==> src/shared/acc_regs.svh <==
// Register map and timing constants for the comparator controller.
// Assumes byte addresses on AXI4-Lite, one 32-bit word per register.
`ifndef ACC_REGS_SVH
`define ACC_REGS_SVH
// Register indices; byte address is four times the index
`define ACC_IDX_CONTROL 3'h0
`define ACC_IDX_SELECT 3'h2
`define ACC_IDX_IRQEN 3'h6
`define ACC_IDX_STATUS 3'h7
// Instance block stride in bytes (address bits 6:5)
`define ACC_INST_STRIDE 8'h20
// Control fields
`define ACC_CTL_ENABLE 0
`define ACC_CTL_HYS_LO 1
`define ACC_CTL_LOWPWR 3
`define ACC_CTL_EDGE_LO 4
`define ACC_CTL_PADOE 6
`define ACC_CTL_RUNSTBY 7
// Select fields
`define ACC_SEL_NEG_LO 0
`define ACC_SEL_POS_LO 3
`define ACC_SEL_INVERT 7
// Status fields
`define ACC_STS_FLAG 0
`define ACC_STS_STATE 4
// Reset values
`define ACC_RST_CONTROL 8'h00
`define ACC_RST_SELECT 8'h00
`define ACC_RST_IRQEN 8'h00
// Writable masks
`define ACC_MASK_SELECT 8'h9B
`define ACC_MASK_IRQEN 8'h01
// Interrupt vector offset within the block
`define ACC_VECTOR_OFFSET 8'h00
// Start-up times in ns, for software guidance
`define ACC_STARTUP_NS 2500
`define ACC_STARTUP_REF_NS 60000
`define ACC_CLK_NS 20
`define ACC_STARTUP_CYC ((`ACC_STARTUP_NS + `ACC_CLK_NS - 1) / `ACC_CLK_NS)
`define ACC_STARTUP_REF_CYC \
    ((`ACC_STARTUP_REF_NS + `ACC_CLK_NS - 1) / `ACC_CLK_NS)
`endif

==> src/shared/acc_pkg.sv <==
// Types for the comparator controller.
// Assumes nothing beyond the register header.
package acc_pkg;
    typedef enum logic [1:0]
    {
        ACC_EDGE_BOTH = 2'h0,
        ACC_EDGE_RSVD = 2'h1,
        ACC_EDGE_FALL = 2'h2,
        ACC_EDGE_RISE = 2'h3
    } acc_edge_t;
    typedef enum logic [1:0]
    {
        ACC_NEG_PIN0 = 2'h0,
        ACC_NEG_PIN1 = 2'h1,
        ACC_NEG_VREF = 2'h2,
        ACC_NEG_DAC = 2'h3
    } acc_neg_t;
    typedef enum logic [2:0]
    {
        ACC_SLP_ACTIVE = 3'h1,
        ACC_SLP_STANDBY = 3'h2,
        ACC_SLP_POWERDOWN = 3'h4
    } acc_sleep_t;
endpackage

==> src/logic/acc_analog_comparator.sv <==
// Control and status logic for three analog comparator instances.
// Assumes analog levels arrive as unsigned codes and sleep state comes
// from the clock controller on the peripheral clock domain.
`timescale 1ns/1ps
`include "acc_regs.svh"

module acc_analog_comparator #(
    parameter int NUM_INST = 3,
    parameter int LEVEL_W = 10
) (
    input wire logic clk,
    input wire logic reset,
    input wire logic [31:0] awaddr,
    input wire logic awvalid,
    output logic awready,
    input wire logic [31:0] wdata,
    input wire logic [3:0] wstrb,
    input wire logic wvalid,
    output logic wready,
    output logic [1:0] bresp,
    output logic bvalid,
    input wire logic bready,
    input wire logic [31:0] araddr,
    input wire logic arvalid,
    output logic arready,
    output logic [31:0] rdata,
    output logic [1:0] rresp,
    output logic rvalid,
    input wire logic rready,
    input wire logic [LEVEL_W-1:0] posPinLevel [NUM_INST][4],
    input wire logic [LEVEL_W-1:0] negPinLevel [NUM_INST][2],
    input wire logic [LEVEL_W-1:0] dacLevel [NUM_INST],
    input wire logic [LEVEL_W-1:0] vrefLevel,
    input wire logic [2:0] sleepMode,
    input wire logic periphClockKept,
    output logic [NUM_INST-1:0] compareEvent,
    output logic [NUM_INST-1:0] padOut,
    output logic [NUM_INST-1:0] padOutEnable,
    output logic [NUM_INST-1:0] analogEnable,
    output logic [NUM_INST-1:0] lowPowerSelect,
    output logic [1:0] hysteresisSelect [NUM_INST],
    output logic [NUM_INST-1:0] compareIrq
);
    initial
    begin
        if (NUM_INST < 1 || NUM_INST > 3 || LEVEL_W < 1)
            $error("Unsupported comparator parameters");
    end

    logic [7:0] control [NUM_INST];
    logic [7:0] select [NUM_INST];
    logic [NUM_INST-1:0] irqEnable;
    logic [NUM_INST-1:0] irqFlag;
    logic [NUM_INST-1:0] result;
    logic [NUM_INST-1:0] syncA, syncB, syncC, syncPrev;
    logic [NUM_INST-1:0] edgeHit;
    logic [NUM_INST-1:0] flagClear;
    logic statusRun;
    logic standbyStop;
    logic powerDown;

    // Bus-side state
    logic awHeld, wHeld;
    logic [31:0] awAddrHeld;
    logic [7:0] wByteHeld;
    logic wLaneHeld;
    logic doWrite;
    logic rdHit;
    logic [7:0] rdByte;

    function automatic logic addrMapped(input logic [31:0] a);
        addrMapped = a[31:7] == 25'h0 && a[1:0] == 2'h0 &&
            int'(a[6:5]) < NUM_INST &&
            (a[4:2] == `ACC_IDX_CONTROL || a[4:2] == `ACC_IDX_SELECT ||
             a[4:2] == `ACC_IDX_IRQEN || a[4:2] == `ACC_IDX_STATUS);
    endfunction

    // Sleep decode; debug halt has no input here at all
    assign powerDown = sleepMode == acc_pkg::ACC_SLP_POWERDOWN;
    assign standbyStop = sleepMode == acc_pkg::ACC_SLP_STANDBY;
    // Status keeps running in idle, frozen in standby or power-down without a clock
    assign statusRun = !(powerDown || standbyStop) ||
        periphClockKept;

    // Analog path: purely combinational so events see no clock
    always_comb
    begin
        for (int i = 0; i < NUM_INST; i++)
        begin
            logic [LEVEL_W-1:0] posV;
            logic [LEVEL_W-1:0] negV;
            logic run;
            negV = '0;
            posV = posPinLevel[i][select[i][`ACC_SEL_POS_LO +: 2]];
            case (acc_pkg::acc_neg_t'(select[i][`ACC_SEL_NEG_LO +: 2]))
                acc_pkg::ACC_NEG_PIN0: negV = negPinLevel[i][0];
                acc_pkg::ACC_NEG_PIN1: negV = negPinLevel[i][1];
                acc_pkg::ACC_NEG_VREF: negV = vrefLevel;
                acc_pkg::ACC_NEG_DAC: negV = dacLevel[i];
                default: negV = negPinLevel[i][0];
            endcase
            run = control[i][`ACC_CTL_ENABLE] && !powerDown &&
                !(standbyStop && !control[i][`ACC_CTL_RUNSTBY]);
            analogEnable[i] = run;
            // Disabled comparator reads low, before inversion
            result[i] = ((posV > negV) && run) ^
                select[i][`ACC_SEL_INVERT];
            compareEvent[i] = result[i] && run;
            padOut[i] = result[i];
            padOutEnable[i] = control[i][`ACC_CTL_PADOE] && run;
            lowPowerSelect[i] = control[i][`ACC_CTL_LOWPWR];
            hysteresisSelect[i] = control[i][`ACC_CTL_HYS_LO +: 2];
        end
    end

    // Three-deep synchroniser plus a history stage; only syncC and syncPrev feed logic
    always_ff @(posedge clk)
    begin
        if (reset)
        begin
            syncA <= '0;
            syncB <= '0;
            syncC <= '0;
            syncPrev <= '0;
        end
        else if (statusRun)
        begin
            // State bit is status too, so it freezes along with the flag
            syncA <= result;
            syncB <= syncA;
            syncC <= syncB;
            syncPrev <= syncC;
        end
    end

    always_comb
    begin
        for (int i = 0; i < NUM_INST; i++)
        begin
            case (acc_pkg::acc_edge_t'(control[i][`ACC_CTL_EDGE_LO +: 2]))
                acc_pkg::ACC_EDGE_BOTH: edgeHit[i] = syncC[i] != syncPrev[i];
                acc_pkg::ACC_EDGE_FALL: edgeHit[i] = !syncC[i] && syncPrev[i];
                acc_pkg::ACC_EDGE_RISE: edgeHit[i] = syncC[i] && !syncPrev[i];
                default: edgeHit[i] = 1'b0;
            endcase
            edgeHit[i] = edgeHit[i] && statusRun;
        end
    end

    // Write path: address and data taken in either order
    assign awready = !awHeld;
    assign wready = !wHeld;
    assign doWrite = awHeld && wHeld && !bvalid;

    always_ff @(posedge clk)
    begin
        if (reset)
        begin
            awHeld <= 1'b0;
            wHeld <= 1'b0;
            awAddrHeld <= 32'h0000_0000;
            wByteHeld <= 8'h00;
            wLaneHeld <= 1'b0;
            bvalid <= 1'b0;
            bresp <= 2'h0;
        end
        else
        begin
            if (awvalid && awready)
            begin
                awHeld <= 1'b1;
                awAddrHeld <= awaddr;
            end
            if (wvalid && wready)
            begin
                wHeld <= 1'b1;
                wByteHeld <= wdata[7:0];
                wLaneHeld <= wstrb[0];
            end
            if (doWrite)
            begin
                awHeld <= 1'b0;
                wHeld <= 1'b0;
                bvalid <= 1'b1;
                bresp <= addrMapped(awAddrHeld) ? 2'h0 : 2'h2;
            end
            else if (bvalid && bready)
                bvalid <= 1'b0;
        end
    end

    always_comb
    begin
        for (int i = 0; i < NUM_INST; i++)
            flagClear[i] = doWrite && wLaneHeld && addrMapped(awAddrHeld) &&
                int'(awAddrHeld[6:5]) == i &&
                awAddrHeld[4:2] == `ACC_IDX_STATUS &&
                wByteHeld[`ACC_STS_FLAG];
    end

    // Configuration registers, one block per instance
    always_ff @(posedge clk)
    begin
        for (int i = 0; i < NUM_INST; i++)
        begin
            if (reset)
            begin
                control[i] <= `ACC_RST_CONTROL;
                select[i] <= `ACC_RST_SELECT;
                irqEnable[i] <= 1'b0;
            end
            else if (doWrite && wLaneHeld && addrMapped(awAddrHeld) &&
                int'(awAddrHeld[6:5]) == i)
            begin
                case (awAddrHeld[4:2])
                    `ACC_IDX_CONTROL: control[i] <= wByteHeld;
                    `ACC_IDX_SELECT:
                        select[i] <= wByteHeld & `ACC_MASK_SELECT;
                    `ACC_IDX_IRQEN: irqEnable[i] <= wByteHeld[0];
                    default: ;
                endcase
            end
        end
    end

    // Sticky flag: a new edge beats a same-cycle clear
    always_ff @(posedge clk)
    begin
        if (reset)
            irqFlag <= '0;
        else
            irqFlag <= edgeHit | (irqFlag & ~flagClear);
    end

    assign compareIrq = irqFlag & irqEnable;

    // Read path: answer one cycle after the address is taken
    assign arready = !rvalid;

    always_comb
    begin
        int k;
        k = int'(araddr[6:5]);
        rdHit = addrMapped(araddr);
        rdByte = 8'h00;
        if (rdHit)
        begin
            case (araddr[4:2])
                `ACC_IDX_CONTROL: rdByte = control[k];
                `ACC_IDX_SELECT: rdByte = select[k];
                `ACC_IDX_IRQEN: rdByte = {7'h00, irqEnable[k]};
                `ACC_IDX_STATUS:
                    rdByte = {3'h0, syncC[k], 3'h0, irqFlag[k]};
                default: rdByte = 8'h00;
            endcase
        end
    end

    always_ff @(posedge clk)
    begin
        if (reset)
        begin
            rvalid <= 1'b0;
            rdata <= 32'h0000_0000;
            rresp <= 2'h0;
        end
        else if (arvalid && arready)
        begin
            rvalid <= 1'b1;
            rdata <= {24'h000000, rdByte};
            rresp <= rdHit ? 2'h0 : 2'h2;
        end
        else if (rvalid && rready)
            rvalid <= 1'b0;
    end

    // Checks on instance 0, plus one on the read channel
    flag_on_edge_a: assert property (
        @(posedge clk) disable iff (reset)
        edgeHit[0] |=> irqFlag[0])
        else $error("Edge did not set flag");

    flag_clear_a: assert property (
        @(posedge clk) disable iff (reset)
        flagClear[0] && !edgeHit[0] |=> !irqFlag[0])
        else $error("Flag not cleared by write of one");

    flag_hold_a: assert property (
        @(posedge clk) disable iff (reset)
        irqFlag[0] && !flagClear[0] |=> irqFlag[0])
        else $error("Flag dropped without a clear");

    irq_hold_a: assert property (
        @(posedge clk) disable iff (reset)
        compareIrq[0] && !flagClear[0] && !(doWrite &&
            awAddrHeld[6:2] == {2'h0, `ACC_IDX_IRQEN}) |=> compareIrq[0])
        else $error("Request dropped before flag cleared");

    state_delay_a: assert property (
        @(posedge clk) disable iff (reset)
        (result[0] && statusRun)[*3] |=> syncC[0])
        else $error("State bit not three cycles behind");

    rise_only_a: assert property (
        @(posedge clk) disable iff (reset)
        control[0][5:4] == 2'h3 && syncC[0] && !syncPrev[0] && statusRun
        |=> irqFlag[0])
        else $error("Rising edge missed");

    no_fall_a: assert property (
        @(posedge clk) disable iff (reset)
        control[0][5:4] == 2'h3 && !syncC[0] |-> !edgeHit[0])
        else $error("Falling edge flagged in rise mode");

    pad_off_a: assert property (
        @(posedge clk) disable iff (reset)
        powerDown |-> !padOutEnable[0] && !analogEnable[0])
        else $error("Pad or comparator on in power-down");

    freeze_a: assert property (
        @(posedge clk) disable iff (reset)
        !statusRun && !flagClear[0] |=> irqFlag[0] == $past(irqFlag[0]))
        else $error("Flag moved while frozen");

    state_freeze_a: assert property (
        @(posedge clk) disable iff (reset)
        !statusRun |=> $stable(syncC[0]))
        else $error("State bit moved while frozen");

    bus_resp_a: assert property (
        @(posedge clk) disable iff (reset)
        arvalid && arready |=> rvalid)
        else $error("Read answer late");
endmodule

==> config.mk <==
export PLATFORM = sky130hd
export DESIGN_NAME = acc_analog_comparator
export DESIGN_NICKNAME = d
export VERILOG_FILES = /design/src/shared/acc_pkg.sv /design/src/logic/acc_analog_comparator.sv
export VERILOG_INCLUDE_DIRS = /design/src /design/src/shared
export SDC_FILE = /design/constraint.sdc
export NUM_CORES = 1
export LEC_CHECK = 0
export BUFFER_PORTS_ARGS = -buffer_cell sky130_fd_sc_hd__buf_2
export CORE_AREA = 2 2 153 155
export CTS_CLUSTER_DIAMETER = 50
export DETAILED_ROUTE_END_ITERATION = 8
export DIE_AREA = 0 0 155 157
export HOLD_SLACK_MARGIN = 0.02
export SYNTH_ARGS = -nofsm -noshare
export SYNTH_HDL_FRONTEND = slang
export SYNTH_SLANG_ARGS = --single-unit
==> constraint.sdc <==
create_clock -name clk -period 2.75 [get_ports clk]
set_input_delay 0.275 -clock clk [delete_from_list [all_inputs] [get_ports clk]]
set_output_delay 0.275 -clock clk [all_outputs]
set_load 0.05 [all_outputs]
==> impl_summary.md <==
Outcome
The run finished, with violations left. The final reports fail on setup timing.

Logic synthesis
Counting flops with an async set or reset pin after synthesis yields a share of 0. The synthesized netlist occupies a cell area of 7420 um2. Synthesis inferred 112 register bits. The count of unique library cells instantiated by Yosys is 53. The gate count of the mapped netlist is 760. The number of synthesized flops with an enable pin is 39. The commonest register cell after synthesis is dfxtp_1. The number of warnings printed during yosys synthesis is 0. The average instance area after synthesis is 9.76 um2.

The register area share after synthesis is 0.355.

Critical path
The reg-to-reg critical path startpoint is select[0][2]. The endpoint of the worst setup timing path is compareEvent[0]. The most critical setup path has its startpoint at select[0][2]. In this run the worst path has a maximum fanout of 5. For the worst setup path, the data required time is 2.48 ns.

The endpoint arrival time on the critical path is 3.18 ns. The number of cells on the worst reg-to-reg path is 11. STA classifies the critical path startpoint as a flip-flop.

STA classifies the critical path endpoint as an output port. The critical path class is flip-flop to output port. The worst register-to-register path ends at syncA[0]. The worst register-to-register path has a setup slack of -0.16 ns.

Placed design
The placed cell count is 1,391. The routability-driven placement congestion ratio is 0.939. The half-perimeter wire length after placement is 23.1 mm. The number of I/O port buffers is 342.

Route
The antenna violation net count after detailed routing is 0. The residual DRC count is 0. The number of DRC violations after detailed-routing iteration 0 is 510. The post-detailed-route wirelength per cell is 19.6 um. Summing over every cut layer, the via total after detailed routing is 7,179. The count of TritonRoute iterations in the first routing pass is 4.

In the routed layout, each cell is associated on average with a via count of 5.05. After detailed routing, the total wire length is 27.8 mm.

Pwr
The total power density per cell area is 422 nW/um2. The total power of the final layout is 4.46 mW. The cell leakage power is 4.55 nW.

The highest ir drop seen on vdd is 308 uV.

CTS
For this design, the CTS-stage hold fixing added 0 buffers. The number of H-tree levels is 3. The root buffer cell chosen for the clock tree is clkbuf_16. The buffer levels on the longest clock path is 2. After clock tree synthesis, the clock-pin slew on the worst setup and hold paths is 0.08 ns.

The sink count of the clock tree is 112. The clock latency at the later pin of the worst-skew pair is 0.36 ns. The number of buffers created by CTS is 9. TritonCTS built the clock tree.

STA
The time the worst path needs with I/O delays and setup is 3.45 ns. The final sum of negative setup slack is -3.41 ns. The worst max-slew margin expressed relative to the limit is 0.559. For the pin with the worst max-slew slack, the measured transition is 0.660 ns. Static timing analysis puts the maximum clock frequency at 290 MHz. The worst-case setup margin in the final layout is -0.702 ns. For the final database, setup skew stands at 0.0143 ns.

Setup repair after global routing could not meet its margin everywhere. The count of endpoints failing setup in the final report is 7. The final number of hold-violating endpoints is 0. The final max-slew violation count is 0. The fraction of the cycle the final worst path needs is 1.26.

Die
The floorplan step defined a die boundary enclosing 24,300 um2. The total area inside the core boundary comes to 22,500 um2. The initial standard-cell utilization of the core is 0.330.

From left edge to right edge, the die measures 155 um. The vertical die dimension is 157 um. After floorplanning, the core was divided into 55 placement rows. The I/O pin total is 396.

Layout
In the final design database the tool counted 1,498 nets. Of the cells placed in the final design, the portion with a size suffix greater than 1 is 0.496. From synthesis to final layout, the design area changed by 42.5%. The number of antenna diodes in the final layout is 0. Once layout is complete, the utilization of the core stands at 0.470. The finished layout holds 1,421 standard cells, fillers aside.

GRT
The global-route wire length before repair is 40.2 mm. Entering global routing, the biggest net connects 45 pins. Across every metal layer, demand over resource in global routing totals 0.222. The total grt overflow is 0. The number of global-route vias before repair is 6,910. The number of antenna violations at the first check in global routing was 0.

Worst hold path
The type of the worst min-delay path is input port to flip-flop.

Flow run
The tool flagged a number of max-cap violations equal to 0.
==> layer usage <==
metal | track usage | vias up | wire length [um]
met5 | 0 | - | 0
met4 | 0.0401 | 0 | 319
met3 | 0.0738 | 26 | 2830
met2 | 0.346 | 342 | 12400
met1 | 0.304 | 3399 | 12300
li1 | - | 3412 | -
==> cell type report <==
| class | instances | area, um2 |
|---|---|---|
| well taps | 285 | 357 |
| inverters | 48 | 183 |
| clock inverters | 7 | 70.1 |
| multi-input cells | 550 | 4700 |
| fillers | 2169 | 11900 |
| repair buffers | 410 | 2400 |
| clock buffers | 9 | 225 |
| flip-flops and latches | 112 | 2630 |
==> cell usage after synthesis (3+ instances only) <==
cell type,instances,area [um2]
nand2_1,116,435
a21oi_1,73,365
dfxtp_1,73,1460
nor2_1,71,267
mux4_2,65,1460
inv_1,48,180
edfxtp_1,39,1170
ha_1,36,450
buf_4,35,263
clkbuf_1,28,105
o21ai_0,16,80.1
mux2i_1,14,140
nand2b_1,14,87.6
a211oi_1,11,82.6
buf_2,10,50.1
nand4_1,10,62.6
nor2b_1,9,56.3
nor3_1,9,45.0
nor4_1,7,43.8
and2_1,6,37.5
o21a_1,6,45.0
or2_2,6,37.5
a22oi_1,4,30.0
nor4_2,4,50.1
o21bai_1,4,30.0
or3_1,4,25.0
a2bb2oi_1,3,26.3
and4_1,3,26.3
nand3_1,3,15.0
==> flip-flops by register name, indices dropped and copies added (netlist names) <==
signal / count
irqFlag: 3
bresp: 1
irqEnable: 3
control: 24
wHeld: 1
rresp: 1
wByteHeld: 8
awHeld: 1
bvalid: 1
syncPrev: 3
syncA: 3
wLaneHeld: 1
select: 15
rdata: 8
awAddrHeld: 32
syncB: 3
syncC: 3
rvalid: 1
==> kinds of logic (layout without fill, tap and decap cells) <==
group	count (synthesis)	after routing	share of synthesized area
AND/OR/NAND/NOR	273	273	0.176
AO/OA/AOI/OAI	132	132	0.105
buffers and inverters	123	474	0.0816
flip-flops	112	112	0.355
multiplexers	79	79	0.216
adder cells (fa/ha/maj)	36	36	0.0607
XOR/XNOR	4	4	0.00472
other	1	26	0.000506
==> report_power, final <==
group / switching, mW / total, mW / internal, mW / leakage (nW)
Sequential: 0.0553 / 1.84 / 1.78 / 0.998
Clock: 0.656 / 1.30 / 0.643 / 0.147
Combinational: 0.708 / 1.33 / 0.619 / 3.41
Total: 1.42 / 4.46 / 3.04 / 4.55
==> worst min-delay path by stage <==
stage	slack (ns)	end	startpoint	cells after the start
6_report	0.14	awAddrHeld[12]	awaddr[12]	3
5_1_grt	0.13	awAddrHeld[12]	awaddr[12]	3
3_3_place_gp	0.44	syncB[2]	syncB[2]	2
4_1_cts	0.13	awAddrHeld[11]	awaddr[11]	3
3_5_place_dp	0.45	syncB[1]	syncB[1]	2
2_1_floorplan	0.41	awAddrHeld[15]	awaddr[15]	2
==> critical path, cell delays in order, from the launching register on <==
cell and delay (ns):
edfxtp_1 0.48, buf_12 0.16, mux4_2 0.54, ha_4 0.26, and4_4 0.18, a22o_1 0.22
a2111oi_4 0.30, nor3b_2 0.09, xnor2_1 0.14, buf_4 0.16, nor2b_4 0.12, buf_8 0.15
==> layout by cell type (no fill, tap or decap), types with 26 or more instances in the layout <==
cell	netlist	routed
a21oi_1	73	68
buf_2	10	336
buf_4	35	58
conb_1	1	26
dfxtp_1	73	73
edfxtp_1	39	39
inv_1	48	40
mux4_2	65	65
nand2_1	116	115
nor2_1	71	70
==> stage by stage <==
stage,area [um2],hold WS [ns],setup WS (ns)
2_1_floorplan,7670,0.411,-0.136
3_3_place_gp,9780,0.443,-0.438
3_5_place_dp,9780,0.446,-0.473
4_1_cts,10300,0.128,-0.749
5_1_grt,10600,0.127,-0.867
6_report,10600,0.140,-0.702
==> what timing repair did <==
item	in CTS	in global routing
setup buffers	5	9
pin swaps	10	18
setup endpoints to repair	7	9
cloned	1	2
resized for setup	36	27
(Power assumes the default switching activity.)
